[src/hdl/sxirq_pkg.sv]
// Package of constants for the shared interrupt and trap vectoring block.
// Assumes a single core clock domain and a plain register port.
package sxirq_pkg;
   // Register indices on the plain register port (byte address = 4 * index)
   localparam logic [3:0] ADDR_SEL0      = 4'h0;
   localparam logic [3:0] ADDR_SEL1      = 4'h1;
   localparam logic [3:0] ADDR_SEL2      = 4'h2;
   localparam logic [3:0] ADDR_SEL3      = 4'h3;
   localparam logic [3:0] ADDR_TRAPFLAG  = 4'h4;
   localparam logic [3:0] ADDR_TRAPSTAT  = 4'h5;
   // Select register layout
   localparam int SEL_EN_LSB   = 8;
   localparam int SEL_FLAG_MSB = 7;
   localparam logic [15:0] SEL_RESET = 16'h0000;
   // Trap flag register bit positions
   localparam int TF_NMI    = 15;
   localparam int TF_STACK_OVER_FLAG  = 14;
   localparam int TF_STACK_UNDER_FLAG  = 13;
   localparam int TF_BAD_OPCODE_FLAG = 7;
   localparam int TF_MULTIPLY_ACCUMULATE_TRAP_FLAG = 6;
   localparam int TF_PROTECTED_INSTR_FAULT_FLAG = 3;
   localparam int TF_OPA    = 2;
   localparam int TF_INA    = 1;
   localparam int TF_BUS    = 0;
   localparam logic [15:0] TF_RESET = 16'h0000;
   // Trap numbers; vector location is four times the number
   localparam logic [6:0] TN_RESET  = 7'h00;
   localparam logic [6:0] TN_NMI    = 7'h02;
   localparam logic [6:0] TN_STACK_OVER_FLAG  = 7'h04;
   localparam logic [6:0] TN_STACK_UNDER_FLAG  = 7'h06;
   localparam logic [6:0] TN_CLASSB = 7'h0A;
   // Priority levels: 3 reset, 2 class A, 1 class B
   localparam logic [1:0] PRIO_RESET  = 2'h3;
   localparam logic [1:0] PRIO_CLASSA = 2'h2;
   localparam logic [1:0] PRIO_CLASSB = 2'h1;
   localparam logic [3:0] ILVL_MAX    = 4'hF;
   // Source positions inside each select byte
   localparam int SRC_CAN   = 0;
   localparam int SRC_I2C_R = 1;
   localparam int SRC_I2C_T = 2;
   localparam int SRC_SS_R  = 3;
   localparam int SRC_SS_T  = 4;
   localparam int SRC_AS_R  = 5;
   localparam int SRC_AS_T  = 6;
   localparam int SRC_AS_TB = 7;
   // Vector 3 sources
   localparam int SRC3_FIRST_CAN_UNIT = 0;
   localparam int SRC3_SECOND_CAN_UNIT = 1;
   localparam int SRC3_I2CE = 2;
   localparam int SRC3_SSE  = 3;
   localparam int SRC3_ASE  = 4;
   localparam int SRC3_PLL  = 5;
   localparam int SRC3_PWM  = 6;
endpackage

[src/hdl/sxirq_vector.sv]
// One shared vector: enable byte, sticky flag byte and the masked request.
// Assumes same-clock source pulses and the plain register port of the top.
`timescale 1ns/1ps
`default_nettype none
module sxirq_vector #(
   parameter int N_SRC = 8
) (
   // Clock and reset
   input  wire logic             i_core_clk,
   input  wire logic             i_reset_n,
   // Sources and register write
   input  wire logic [N_SRC-1:0] i_event,
   input  wire logic             i_wr,
   input  wire logic [15:0]      i_wdata,
   // State
   output logic      [15:0]      o_sel,
   output logic                  o_req
);
   logic [N_SRC-1:0] en_ff;
   logic [N_SRC-1:0] flag_ff;
   logic [N_SRC-1:0] nxt_en;
   logic [N_SRC-1:0] nxt_flag;

   // Event set wins over a same-cycle software clear
   assign nxt_en   = i_wr ? i_wdata[sxirq_pkg::SEL_EN_LSB +: N_SRC] : en_ff;
   assign nxt_flag = (i_wr ? i_wdata[N_SRC-1:0] : flag_ff) | i_event;

   always_ff @(posedge i_core_clk or negedge i_reset_n) begin
      if (!i_reset_n) begin
         en_ff   <= sxirq_pkg::SEL_RESET[sxirq_pkg::SEL_EN_LSB +: N_SRC];
         flag_ff <= sxirq_pkg::SEL_RESET[N_SRC-1:0];
      end else begin
         en_ff   <= nxt_en;
         flag_ff <= nxt_flag;
      end
   end

   assign o_sel = {8'(en_ff), 8'(flag_ff)};
   assign o_req = |(en_ff & flag_ff);

   property p_flag_sticky;
      @(posedge i_core_clk) disable iff (!i_reset_n)
      ($past(i_event) != '0) |-> ((flag_ff & $past(i_event)) == $past(i_event));
   endproperty
   a_flag_sticky: assert property (p_flag_sticky) else $error("event flag not set");
endmodule // sxirq_vector
`default_nettype wire

[src/hdl/sxirq_top.sv]
// Shared extension interrupt vectors plus reset and hardware trap classing.
// Assumes peripheral and CPU event pulses synchronous to i_core_clk.
// What this block does
// - Four 16-bit select registers hold enables in bits 15:8 and flags in bits 7:0.
// - A shared vector requests only for sources whose enable bit is set.
// - A source flag is set on its event even when the source is disabled.
// - I2C, second sync and async serial receive/transmit and async tx-buffer reach vectors 0-2.
// - Error events and PLL/watchdog go to vector 3; FIRST_CAN_UNIT to 0,3; SECOND_CAN_UNIT to 1,3; PWM to 2,3.
// - All resets form one class at vector 0 with trap number 0 and top priority.
// - Class A traps have own vectors 08h, 10h and 18h.
// - Class A traps sit below resets and above class B.
// - Six class B conditions share vector 28h with trap number 0Ah.
// - Class B traps share the lowest trap priority.
// - Servicing any reset or hardware trap forces the CPU interrupt level to 15; software traps leave it unchanged.
// - Each hardware trap sets its own bit in the trap flag register.
// - A hardware trap preempts only lower-priority trap service and blocks interrupts while serviced; software traps do neither.
`timescale 1ns/1ps
`default_nettype none
module sxirq_top (
   // Clock and reset
   input  wire logic        i_core_clk,
   input  wire logic        i_reset_n,
   // Register port
   input  wire logic [3:0]  i_addr,
   input  wire logic [15:0] i_wdata,
   input  wire logic        i_wr,
   input  wire logic        i_rd,
   output logic      [15:0] o_rdata,
   // Peripheral events, one-cycle pulses
   input  wire logic        i_first_can_unit_evt,
   input  wire logic        i_second_can_unit_evt,
   input  wire logic        i_i2c_rx_evt,
   input  wire logic        i_i2c_tx_evt,
   input  wire logic        i_i2c_err_evt,
   input  wire logic        i_sync_rx_evt,
   input  wire logic        i_sync_tx_evt,
   input  wire logic        i_sync_err_evt,
   input  wire logic        i_async_rx_evt,
   input  wire logic        i_async_tx_evt,
   input  wire logic        i_async_txb_evt,
   input  wire logic        i_async_err_evt,
   input  wire logic        i_pll_owd_evt,
   input  wire logic        i_pwm_evt,
   // Reset and trap causes from the core, one-cycle pulses
   input  wire logic        i_soft_reset,
   input  wire logic        i_wdt_reset,
   input  wire logic        i_nmi,
   input  wire logic        i_stack_over,
   input  wire logic        i_stack_under,
   input  wire logic [5:0]  i_class_b,
   // Software trap instruction
   input  wire logic        i_sw_trap,
   input  wire logic [6:0]  i_sw_trap_num,
   // Trap service handshake
   input  wire logic        i_trap_done,
   // Shared vector requests
   output logic      [3:0]  o_shared_vector,
   // Exception taken
   output logic             o_trap_take,
   output logic      [6:0]  o_trap_num,
   output logic      [8:0]  o_vector_loc,
   output logic      [1:0]  o_trap_prio,
   output logic             o_force_ilvl,
   output logic      [3:0]  o_cpu_interrupt_level,
   output logic             o_irq_block
);
   ////////////////////////////////////////////////////////////////////////
   // Shared vectors
   logic [7:0]  src_v0;
   logic [7:0]  src_v1;
   logic [7:0]  src_v2;
   logic [7:0]  src_v3;
   logic [7:0]  src_mid;
   logic [15:0] sel_q [4];
   logic [3:0]  req_w;
   logic [3:0]  sel_wr;

   // Receive/transmit sources common to vectors 0..2
   assign src_mid = {i_async_txb_evt, i_async_tx_evt, i_async_rx_evt, i_sync_tx_evt,
                     i_sync_rx_evt, i_i2c_tx_evt, i_i2c_rx_evt, 1'b0};
   assign src_v0 = src_mid | {7'h00, i_first_can_unit_evt};
   assign src_v1 = src_mid | {7'h00, i_second_can_unit_evt};
   assign src_v2 = src_mid | {7'h00, i_pwm_evt};
   assign src_v3 = {1'b0, i_pwm_evt, i_pll_owd_evt, i_async_err_evt, i_sync_err_evt,
                    i_i2c_err_evt, i_second_can_unit_evt, i_first_can_unit_evt};

   genvar g;
   generate
      for (g = 0; g < 4; g++) begin : g_vec
         logic [7:0] src_g;
         assign src_g     = (g == 0) ? src_v0 : (g == 1) ? src_v1 :
                            (g == 2) ? src_v2 : src_v3;
         assign sel_wr[g] = i_wr && (i_addr == 4'(g));
         sxirq_vector #(.N_SRC(8)) u_vec (
            .i_core_clk (i_core_clk),
            .i_reset_n  (i_reset_n),
            .i_event    (src_g),
            .i_wr       (sel_wr[g]),
            .i_wdata    (i_wdata),
            .o_sel      (sel_q[g]),
            .o_req      (req_w[g])
         );
      end
   endgenerate

   ////////////////////////////////////////////////////////////////////////
   // Trap flag register
   logic [15:0] trap_flag_ff;
   logic [15:0] nxt_trap_flag;
   logic [15:0] trap_evt;
   logic        tf_wr;

   assign trap_evt = {i_nmi, i_stack_over, i_stack_under, 5'h00, i_class_b[5], i_class_b[4],
                      2'h0, i_class_b[3:0]};
   assign tf_wr    = i_wr && (i_addr == sxirq_pkg::ADDR_TRAPFLAG);
   // Software writes zero to clear; new trap events still win
   assign nxt_trap_flag = (tf_wr ? (trap_flag_ff & i_wdata) : trap_flag_ff) | trap_evt;

   always_ff @(posedge i_core_clk or negedge i_reset_n) begin
      if (!i_reset_n) trap_flag_ff <= sxirq_pkg::TF_RESET;
      else            trap_flag_ff <= nxt_trap_flag;
   end

   ////////////////////////////////////////////////////////////////////////
   // Exception classing and priority
   typedef enum logic [2:0] {
      SXIRQ_IDLE  = 3'b001,
      SXIRQ_SERV  = 3'b010,
      SXIRQ_RSTEP = 3'b100
   } sxirq_state_t;

   sxirq_state_t state_ff;
   sxirq_state_t nxt_state;
   logic [1:0]   prio_ff;
   logic         rst_any;
   logic         a_any;
   logic         b_any;
   logic [1:0]   cand_prio;
   logic [6:0]   cand_num;
   logic         hw_take;
   logic         sw_take;
   logic         pend_a_ff;
   logic         pend_b_ff;
   logic [2:0]   pend_a_src_ff;
   logic         boot_ff;

   // Hardware reset enters as a pending reset-class exception
   assign rst_any = i_soft_reset | i_wdt_reset | boot_ff;
   assign a_any   = pend_a_ff | i_nmi | i_stack_over | i_stack_under;
   assign b_any   = pend_b_ff | (|i_class_b);

   // Fixed class order, NMI before stack faults inside class A
   assign cand_prio = rst_any ? sxirq_pkg::PRIO_RESET :
                      a_any   ? sxirq_pkg::PRIO_CLASSA :
                      b_any   ? sxirq_pkg::PRIO_CLASSB : 2'h0;
   assign cand_num  = rst_any ? sxirq_pkg::TN_RESET :
                      a_any   ? ((i_nmi | pend_a_src_ff[2])       ? sxirq_pkg::TN_NMI   :
                                 (i_stack_over | pend_a_src_ff[1]) ? sxirq_pkg::TN_STACK_OVER_FLAG :
                                                                     sxirq_pkg::TN_STACK_UNDER_FLAG)
                              : sxirq_pkg::TN_CLASSB;
   // Preempt only a lower-priority service
   assign hw_take   = (cand_prio != 2'h0) &&
                      ((state_ff == SXIRQ_IDLE) || (cand_prio > prio_ff));
   // Software traps only while no trap service runs
   assign sw_take   = i_sw_trap && !hw_take && (state_ff == SXIRQ_IDLE);

   always_comb begin
      nxt_state = state_ff;
      case (state_ff)
         SXIRQ_IDLE:  if (hw_take) nxt_state = SXIRQ_SERV;
         SXIRQ_SERV:  if (hw_take) nxt_state = SXIRQ_RSTEP;
                      else if (i_trap_done) nxt_state = SXIRQ_IDLE;
         SXIRQ_RSTEP: if (hw_take) nxt_state = SXIRQ_RSTEP;
                      else nxt_state = SXIRQ_SERV;
         default:     nxt_state = SXIRQ_IDLE;
      endcase
   end

   always_ff @(posedge i_core_clk or negedge i_reset_n) begin
      if (!i_reset_n) begin
         state_ff      <= SXIRQ_IDLE;
         prio_ff       <= 2'h0;
         boot_ff       <= 1'b1;
         pend_a_ff     <= 1'b0;
         pend_b_ff     <= 1'b0;
         pend_a_src_ff <= 3'h0;
      end else begin
         state_ff <= nxt_state;
         boot_ff  <= 1'b0;
         // Traps of a losing class wait until the running service is done; class A causes not taken with a class A take are dropped
         pend_a_ff     <= a_any && !(hw_take && cand_prio == sxirq_pkg::PRIO_CLASSA);
         pend_b_ff     <= b_any && !(hw_take && cand_prio == sxirq_pkg::PRIO_CLASSB);
         pend_a_src_ff <= (hw_take && cand_prio == sxirq_pkg::PRIO_CLASSA) ? 3'h0 :
                          pend_a_src_ff | {i_nmi, i_stack_over, i_stack_under};
         if (hw_take) prio_ff <= cand_prio;
         else if (state_ff == SXIRQ_SERV && i_trap_done) prio_ff <= 2'h0;
      end
   end

   ////////////////////////////////////////////////////////////////////////
   // Registered outputs
   logic [3:0]  shv_ff;
   logic        take_ff;
   logic [6:0]  num_ff;
   logic [1:0]  oprio_ff;
   logic        force_ff;
   logic [3:0]  ilvl_ff;
   logic        blk_ff;
   logic [15:0] rdata_ff;
   logic [15:0] rd_mux;

   assign rd_mux = (i_addr < 4'h4)                   ? sel_q[i_addr[1:0]] :
                   (i_addr == sxirq_pkg::ADDR_TRAPFLAG) ? trap_flag_ff :
                   (i_addr == sxirq_pkg::ADDR_TRAPSTAT) ? {11'h000, prio_ff,
                                                          state_ff} : 16'h0000;

   always_ff @(posedge i_core_clk or negedge i_reset_n) begin
      if (!i_reset_n) begin
         shv_ff   <= 4'h0;
         take_ff  <= 1'b0;
         num_ff   <= 7'h00;
         oprio_ff <= 2'h0;
         force_ff <= 1'b0;
         ilvl_ff  <= 4'h0;
         blk_ff   <= 1'b0;
         rdata_ff <= 16'h0000;
      end else begin
         shv_ff   <= req_w & {4{state_ff == SXIRQ_IDLE}};
         take_ff  <= hw_take | sw_take;
         num_ff   <= hw_take ? cand_num : sw_take ? i_sw_trap_num : num_ff;
         oprio_ff <= hw_take ? cand_prio : sw_take ? 2'h0 : oprio_ff;
         force_ff <= hw_take;
         ilvl_ff  <= hw_take ? sxirq_pkg::ILVL_MAX : ilvl_ff;
         blk_ff   <= (nxt_state != SXIRQ_IDLE);
         rdata_ff <= i_rd ? rd_mux : 16'h0000;
      end
   end

   assign o_shared_vector       = shv_ff;
   assign o_trap_take           = take_ff;
   assign o_trap_num            = num_ff;
   assign o_vector_loc          = {num_ff, 2'b00};
   assign o_trap_prio           = oprio_ff;
   assign o_force_ilvl          = force_ff;
   assign o_cpu_interrupt_level = ilvl_ff;
   assign o_irq_block           = blk_ff;
   assign o_rdata               = rdata_ff;

   ////////////////////////////////////////////////////////////////////////
   // Checks
   property p_reset_first;
      @(posedge i_core_clk) disable iff (!i_reset_n)
      (i_soft_reset | i_wdt_reset) |=> (o_trap_take && o_trap_num == 7'h00 && o_trap_prio == 2'h3);
   endproperty
   a_reset_first: assert property (p_reset_first) else $error("reset class not taken");

   property p_a_over_b;
      @(posedge i_core_clk) disable iff (!i_reset_n)
      (state_ff == SXIRQ_IDLE && !rst_any && i_nmi && (|i_class_b))
      |=> (o_trap_num == 7'h02 && o_trap_prio == 2'h2);
   endproperty
   a_a_over_b: assert property (p_a_over_b) else $error("class A lost to class B");

   property p_classb_vec;
      @(posedge i_core_clk) disable iff (!i_reset_n)
      (state_ff == SXIRQ_IDLE && !rst_any && !a_any && (|i_class_b))
      |=> (o_vector_loc == 9'h028 && o_trap_prio == 2'h1);
   endproperty
   a_classb_vec: assert property (p_classb_vec) else $error("class B vector wrong");

   property p_ilvl;
      @(posedge i_core_clk) disable iff (!i_reset_n)
      hw_take |=> (o_cpu_interrupt_level == 4'hF && o_force_ilvl);
   endproperty
   a_ilvl: assert property (p_ilvl) else $error("level not forced");

   property p_block;
      @(posedge i_core_clk) disable iff (!i_reset_n)
      (state_ff != SXIRQ_IDLE) |=> (o_shared_vector == 4'h0);
   endproperty
   a_block: assert property (p_block) else $error("interrupt during trap");

   property p_trapflag;
      @(posedge i_core_clk) disable iff (!i_reset_n)
      i_stack_over |=> trap_flag_ff[sxirq_pkg::TF_STACK_OVER_FLAG];
   endproperty
   a_trapflag: assert property (p_trapflag) else $error("trap flag missing");

   property p_mask;
      @(posedge i_core_clk) disable iff (!i_reset_n)
      (state_ff == SXIRQ_IDLE && sel_q[3][15:8] == 8'h00) |=> !o_shared_vector[3];
   endproperty
   a_mask: assert property (p_mask) else $error("masked vector raised");

   property p_first_can_unit_route;
      @(posedge i_core_clk) disable iff (!i_reset_n)
      i_first_can_unit_evt |=> (sel_q[0][0] && sel_q[3][0]);
   endproperty
   a_first_can_unit_route: assert property (p_first_can_unit_route) else $error("FIRST_CAN_UNIT route wrong");
endmodule // sxirq_top
`default_nettype wire

[config.mk]
export PLATFORM = sky130hd
export DESIGN_NAME = sxirq_top
export DESIGN_NICKNAME = d
export VERILOG_FILES = /design/src/hdl/sxirq_pkg.sv /design/src/hdl/sxirq_vector.sv /design/src/hdl/sxirq_top.sv
export SDC_FILE = /design/constraint.sdc
export NUM_CORES = 1
export LEC_CHECK = 0
export BUFFER_PORTS_ARGS = -buffer_cell sky130_fd_sc_hd__buf_2
export CAP_MARGIN = 20
export CORE_MARGIN = 3
export CORE_UTILIZATION = 52
export CTS_BUF_LIST = sky130_fd_sc_hd__clkbuf_4
export CTS_CLUSTER_SIZE = 40
export DETAILED_ROUTE_END_ITERATION = 10
export MAX_ROUTING_LAYER = met4
export PLACE_DENSITY_LB_ADDON = 0.2
export SYNTH_ARGS = -nofsm -noshare
export SYNTH_HDL_FRONTEND = slang
export SYNTH_SLANG_ARGS = --single-unit
[constraint.sdc]
create_clock -name i_core_clk -period 2.1 [get_ports i_core_clk]
set_input_delay 0 -clock i_core_clk [delete_from_list [all_inputs] [get_ports i_core_clk]]
set_output_delay 0 -clock i_core_clk [all_outputs]
set_load 0.01 [all_outputs]
==> impl_metrics.env <==
export IMPL_status="finished with violations"
export IMPL_violations="setup timing"
export IMPL_cts_num_sinks=123
export IMPL_gr_total_overflow=0
export IMPL_rows=37
export IMPL_tightest_slew_ns=0.702
export IMPL_power_uw=6360
export IMPL_ys_top_cells_by_area="dfrtp_1 (54%), mux4_2 (6.4%), mux2_2 (6.0%)"
export IMPL_synth_top_area_share_pct=54.2
export IMPL_reg2reg_depth=8
export IMPL_wl_per_cell_microns=19.9
export IMPL_ir_drop_mv=0.493
export IMPL_syn_area_sq_mm=0.00559
export IMPL_finalSetupViolations=7
export IMPL_cap_violations=0
export IMPL_antenna_found_initial=1
export IMPL_slew_headroom_pct=53.2
export IMPL_worstSetupEndpointType="flip-flop"
export IMPL_tritoncts="done"
export IMPL_grt_pass1_vias=4644
export IMPL_synth_commonest_cells="dfrtp_1 (121), nand2_1 (47), nor2b_1 (31)"
export IMPL_gp_congestion=0.901
export IMPL_cts_max_level=4
export IMPL_finalMaxSlewViolations=0
export IMPL_area_growth_pct=32.5
export IMPL_grt_usage_pct=29.0
export IMPL_clock_latency_ns=0.52
export IMPL_synthFlopType="dfrtp_1"
export IMPL_start_kind="flip-flop"
export IMPL_synth_cell_type_count=50
export IMPL_fin_area_sq_mm=0.00741
export IMPL_initial_utilization_pct=53.9
export IMPL_synth_edf_count=0
export IMPL_async_flop_share_pct=100
export IMPL_multi_input_comb_area_sq_mm=0.00237
export IMPL_path_class="flip-flop to flip-flop"
export IMPL_nNetsFinal=704
export IMPL_synth_top_cell_by_area="dfrtp_1"
export IMPL_clock_path_buffers=2
export IMPL_drive_above_1_share_pct=34.2
export IMPL_first_iter_violations=324
export IMPL_route_detailed_drc=0
export IMPL_port_buffers=100
export IMPL_cp_arrival_ns=2.55
export IMPL_final_min_period_over_clock_period_pct=102
export IMPL_fin_skew_ns=0.0129
export IMPL_numCtsBuffers=17
export IMPL_num_io_pins=103
export IMPL_grt_pass1_wl_microns=24800
export IMPL_regArea_sq_mm=0.00308
export IMPL_hold_viol_final=0
export IMPL_fin_setup_tns_ns=-0.157
export IMPL_cp_max_fo=6
export IMPL_rsz0062_at_grt="true"
export IMPL_placed_cell_area_sq_mm=0.00631
export IMPL_ys_ff_latch=123
export IMPL_post_synth_top_count_cell="dfrtp_1"
export IMPL_filler_cell_count=758
export IMPL_vias=4543
export IMPL_grt_max_degree=51
export IMPL_totalWireLength_microns=15800
export IMPL_netlist_instances=449
export IMPL_setup_ws_ns=-0.0392
export IMPL_fp_dieW_microns=110
export IMPL_dieArea_sq_mm=0.0120
export IMPL_holdWs_ns=0.0757
export IMPL_clkTransAtPathRegs_ns=0.10
export IMPL_avgSynthCellArea_sq_um=12.4
export IMPL_ant_nets=0
export IMPL_root_buffer="clkbuf_4"
export IMPL_die_y_microns=110
export IMPL_place_hpwl_microns=10600
export IMPL_avgViaCountPerCell=5.72
export IMPL_period_minus_slack_ns=2.14
export IMPL_p_leak_uw=0.00326
export IMPL_worstPathRequired_ns=2.51
export IMPL_yosysWarnings=0
export IMPL_p_per_area_mw_per_mm2=858
export IMPL_hold_class="input port to async pin"
export IMPL_dr_pass1_iters=5
export IMPL_fmax_mhz=467
export IMPL_core_area_sq_mm=0.0104
export IMPL_dp_slack_ns=-0.0919
export IMPL_synth_seq_area_share_pct=55.1
area by class of cell:
class	instances	share of cell area, %
timing repair buffer	206	20.4
multi-input combinational	292	31.9
antenna	1	0.0338
sequential	123	41.6
clock inverter	11	1.39
inverter	4	0.203
tap	136	2.30
clock buffer	21	2.13
per-stage QoR:
step,util (%),cells
final,71.4,794
after global routing,71.4,794
after CTS,70.8,790
after detailed placement,60.9,682
after global placement,60.9,682
after floorplan,-,451
worst max-delay path, stage by stage (launching register included):
cell and delay, ns:
dfrtp_1 0.41, nor4_4 0.27, nand2_2 0.14, ha_4 0.29, nor2b_4 0.15, o21ai_4 0.07
a21boi_4 0.26, a21oi_4 0.09, a221o_1 0.35
state kept, by name, indices dropped and copies added, names as in the netlist, 2 cells and up:
register             flops
trap_flag_ff            16
o_rdata                 16
state_ff                 3
o_shared_vector          4
o_trap_num               7
prio_ff                  2
o_trap_prio              2
g_vec.u_vec.en_ff       32
pend_a_src_ff            2
g_vec.u_vec.flag_ff     32
report_power, final:
| group | switching, uW | total, uW | internal (uW) |
|---|---|---|---|
| registers | 262 | 2980 | 2710 |
| clock network | 847 | 1580 | 735 |
| logic | 873 | 1800 | 925 |
| total | 1980 | 6360 | 4370 |
cell families after synthesis:
family,synth area share [%]
other,0.0671
adders and majority gates,0.448
AOI/OAI and AO/OA,13.1
muxes,13.9
buffers and inverters,3.51
and+or+nand+nor,13.8
DFF,55.1
path summary, 6_finish.rpt:
path | start | end | slack (ns)
worst max-delay path | pend_a_ff$_DFF_PN0_ | o_trap_num[3]$_DFFE_PN0P_ | -0.04
worst min-delay path | i_reset_n | o_trap_num[6]$_DFFE_PN0P_ | 0.08
worst max register to register | pend_a_ff$_DFF_PN0_ | o_trap_num[3]$_DFFE_PN0P_ | -0.04
worst min register to register | pend_a_src_ff[1]$_DFF_PN0_ | pend_a_src_ff[1]$_DFF_PN0_ | 0.50
max in group asynchronous | i_reset_n | state_ff[0]$_DFF_PN1_ | 1.64
min in group i_core_clk | i_wr | trap_flag_ff[12]$_DFFE_PN0P_ | 0.15
cell usage in the layout (no fill, tap or decap), types with 3 or more instances in the layout:
cell type | synthesis | routed
mux2i_1 | 8 | 8
a21oi_1 | 4 | 4
clkinv_1 | 0 | 4
a211o_1 | 15 | 15
buf_4 | 12 | 30
a22o_1 | 10 | 10
nor2b_1 | 31 | 30
o21a_1 | 8 | 8
mux2_2 | 30 | 30
dlygate4sd3_1 | 0 | 74
nor2_1 | 16 | 15
buf_2 | 13 | 99
nand2_1 | 47 | 45
nand2b_1 | 21 | 21
o21ai_0 | 9 | 9
a221oi_1 | 4 | 4
clkinv_2 | 0 | 4
a31oi_1 | 4 | 4
clkbuf_4 | 0 | 21
inv_1 | 3 | 3
conb_1 | 1 | 3
dfrtp_1 | 121 | 121
nand2_2 | 1 | 3
a22oi_1 | 24 | 24
nand3b_1 | 9 | 9
mux4_2 | 16 | 16
repair_timing:
item / 4_1_cts / 5_1_grt
endpoints found under the setup margin: 9 / 20
gates resized for setup: 2 / 8
endpoints found under the hold margin: 236 / 1
setup buffers: 2 / 2
pin swaps: 0 / 6
hold buffers: 74 / 1
routing by layer:
metal	up-vias	share of wire, %	track usage [%]
li1	2020	-	-
met1	2253	40	35.5
met2	217	49	44.8
met3	53	7.0	7.16
met4	0	4.1	14.8
met5	-	0	-
No activity file was read; power rests on OpenSTA's default activity.
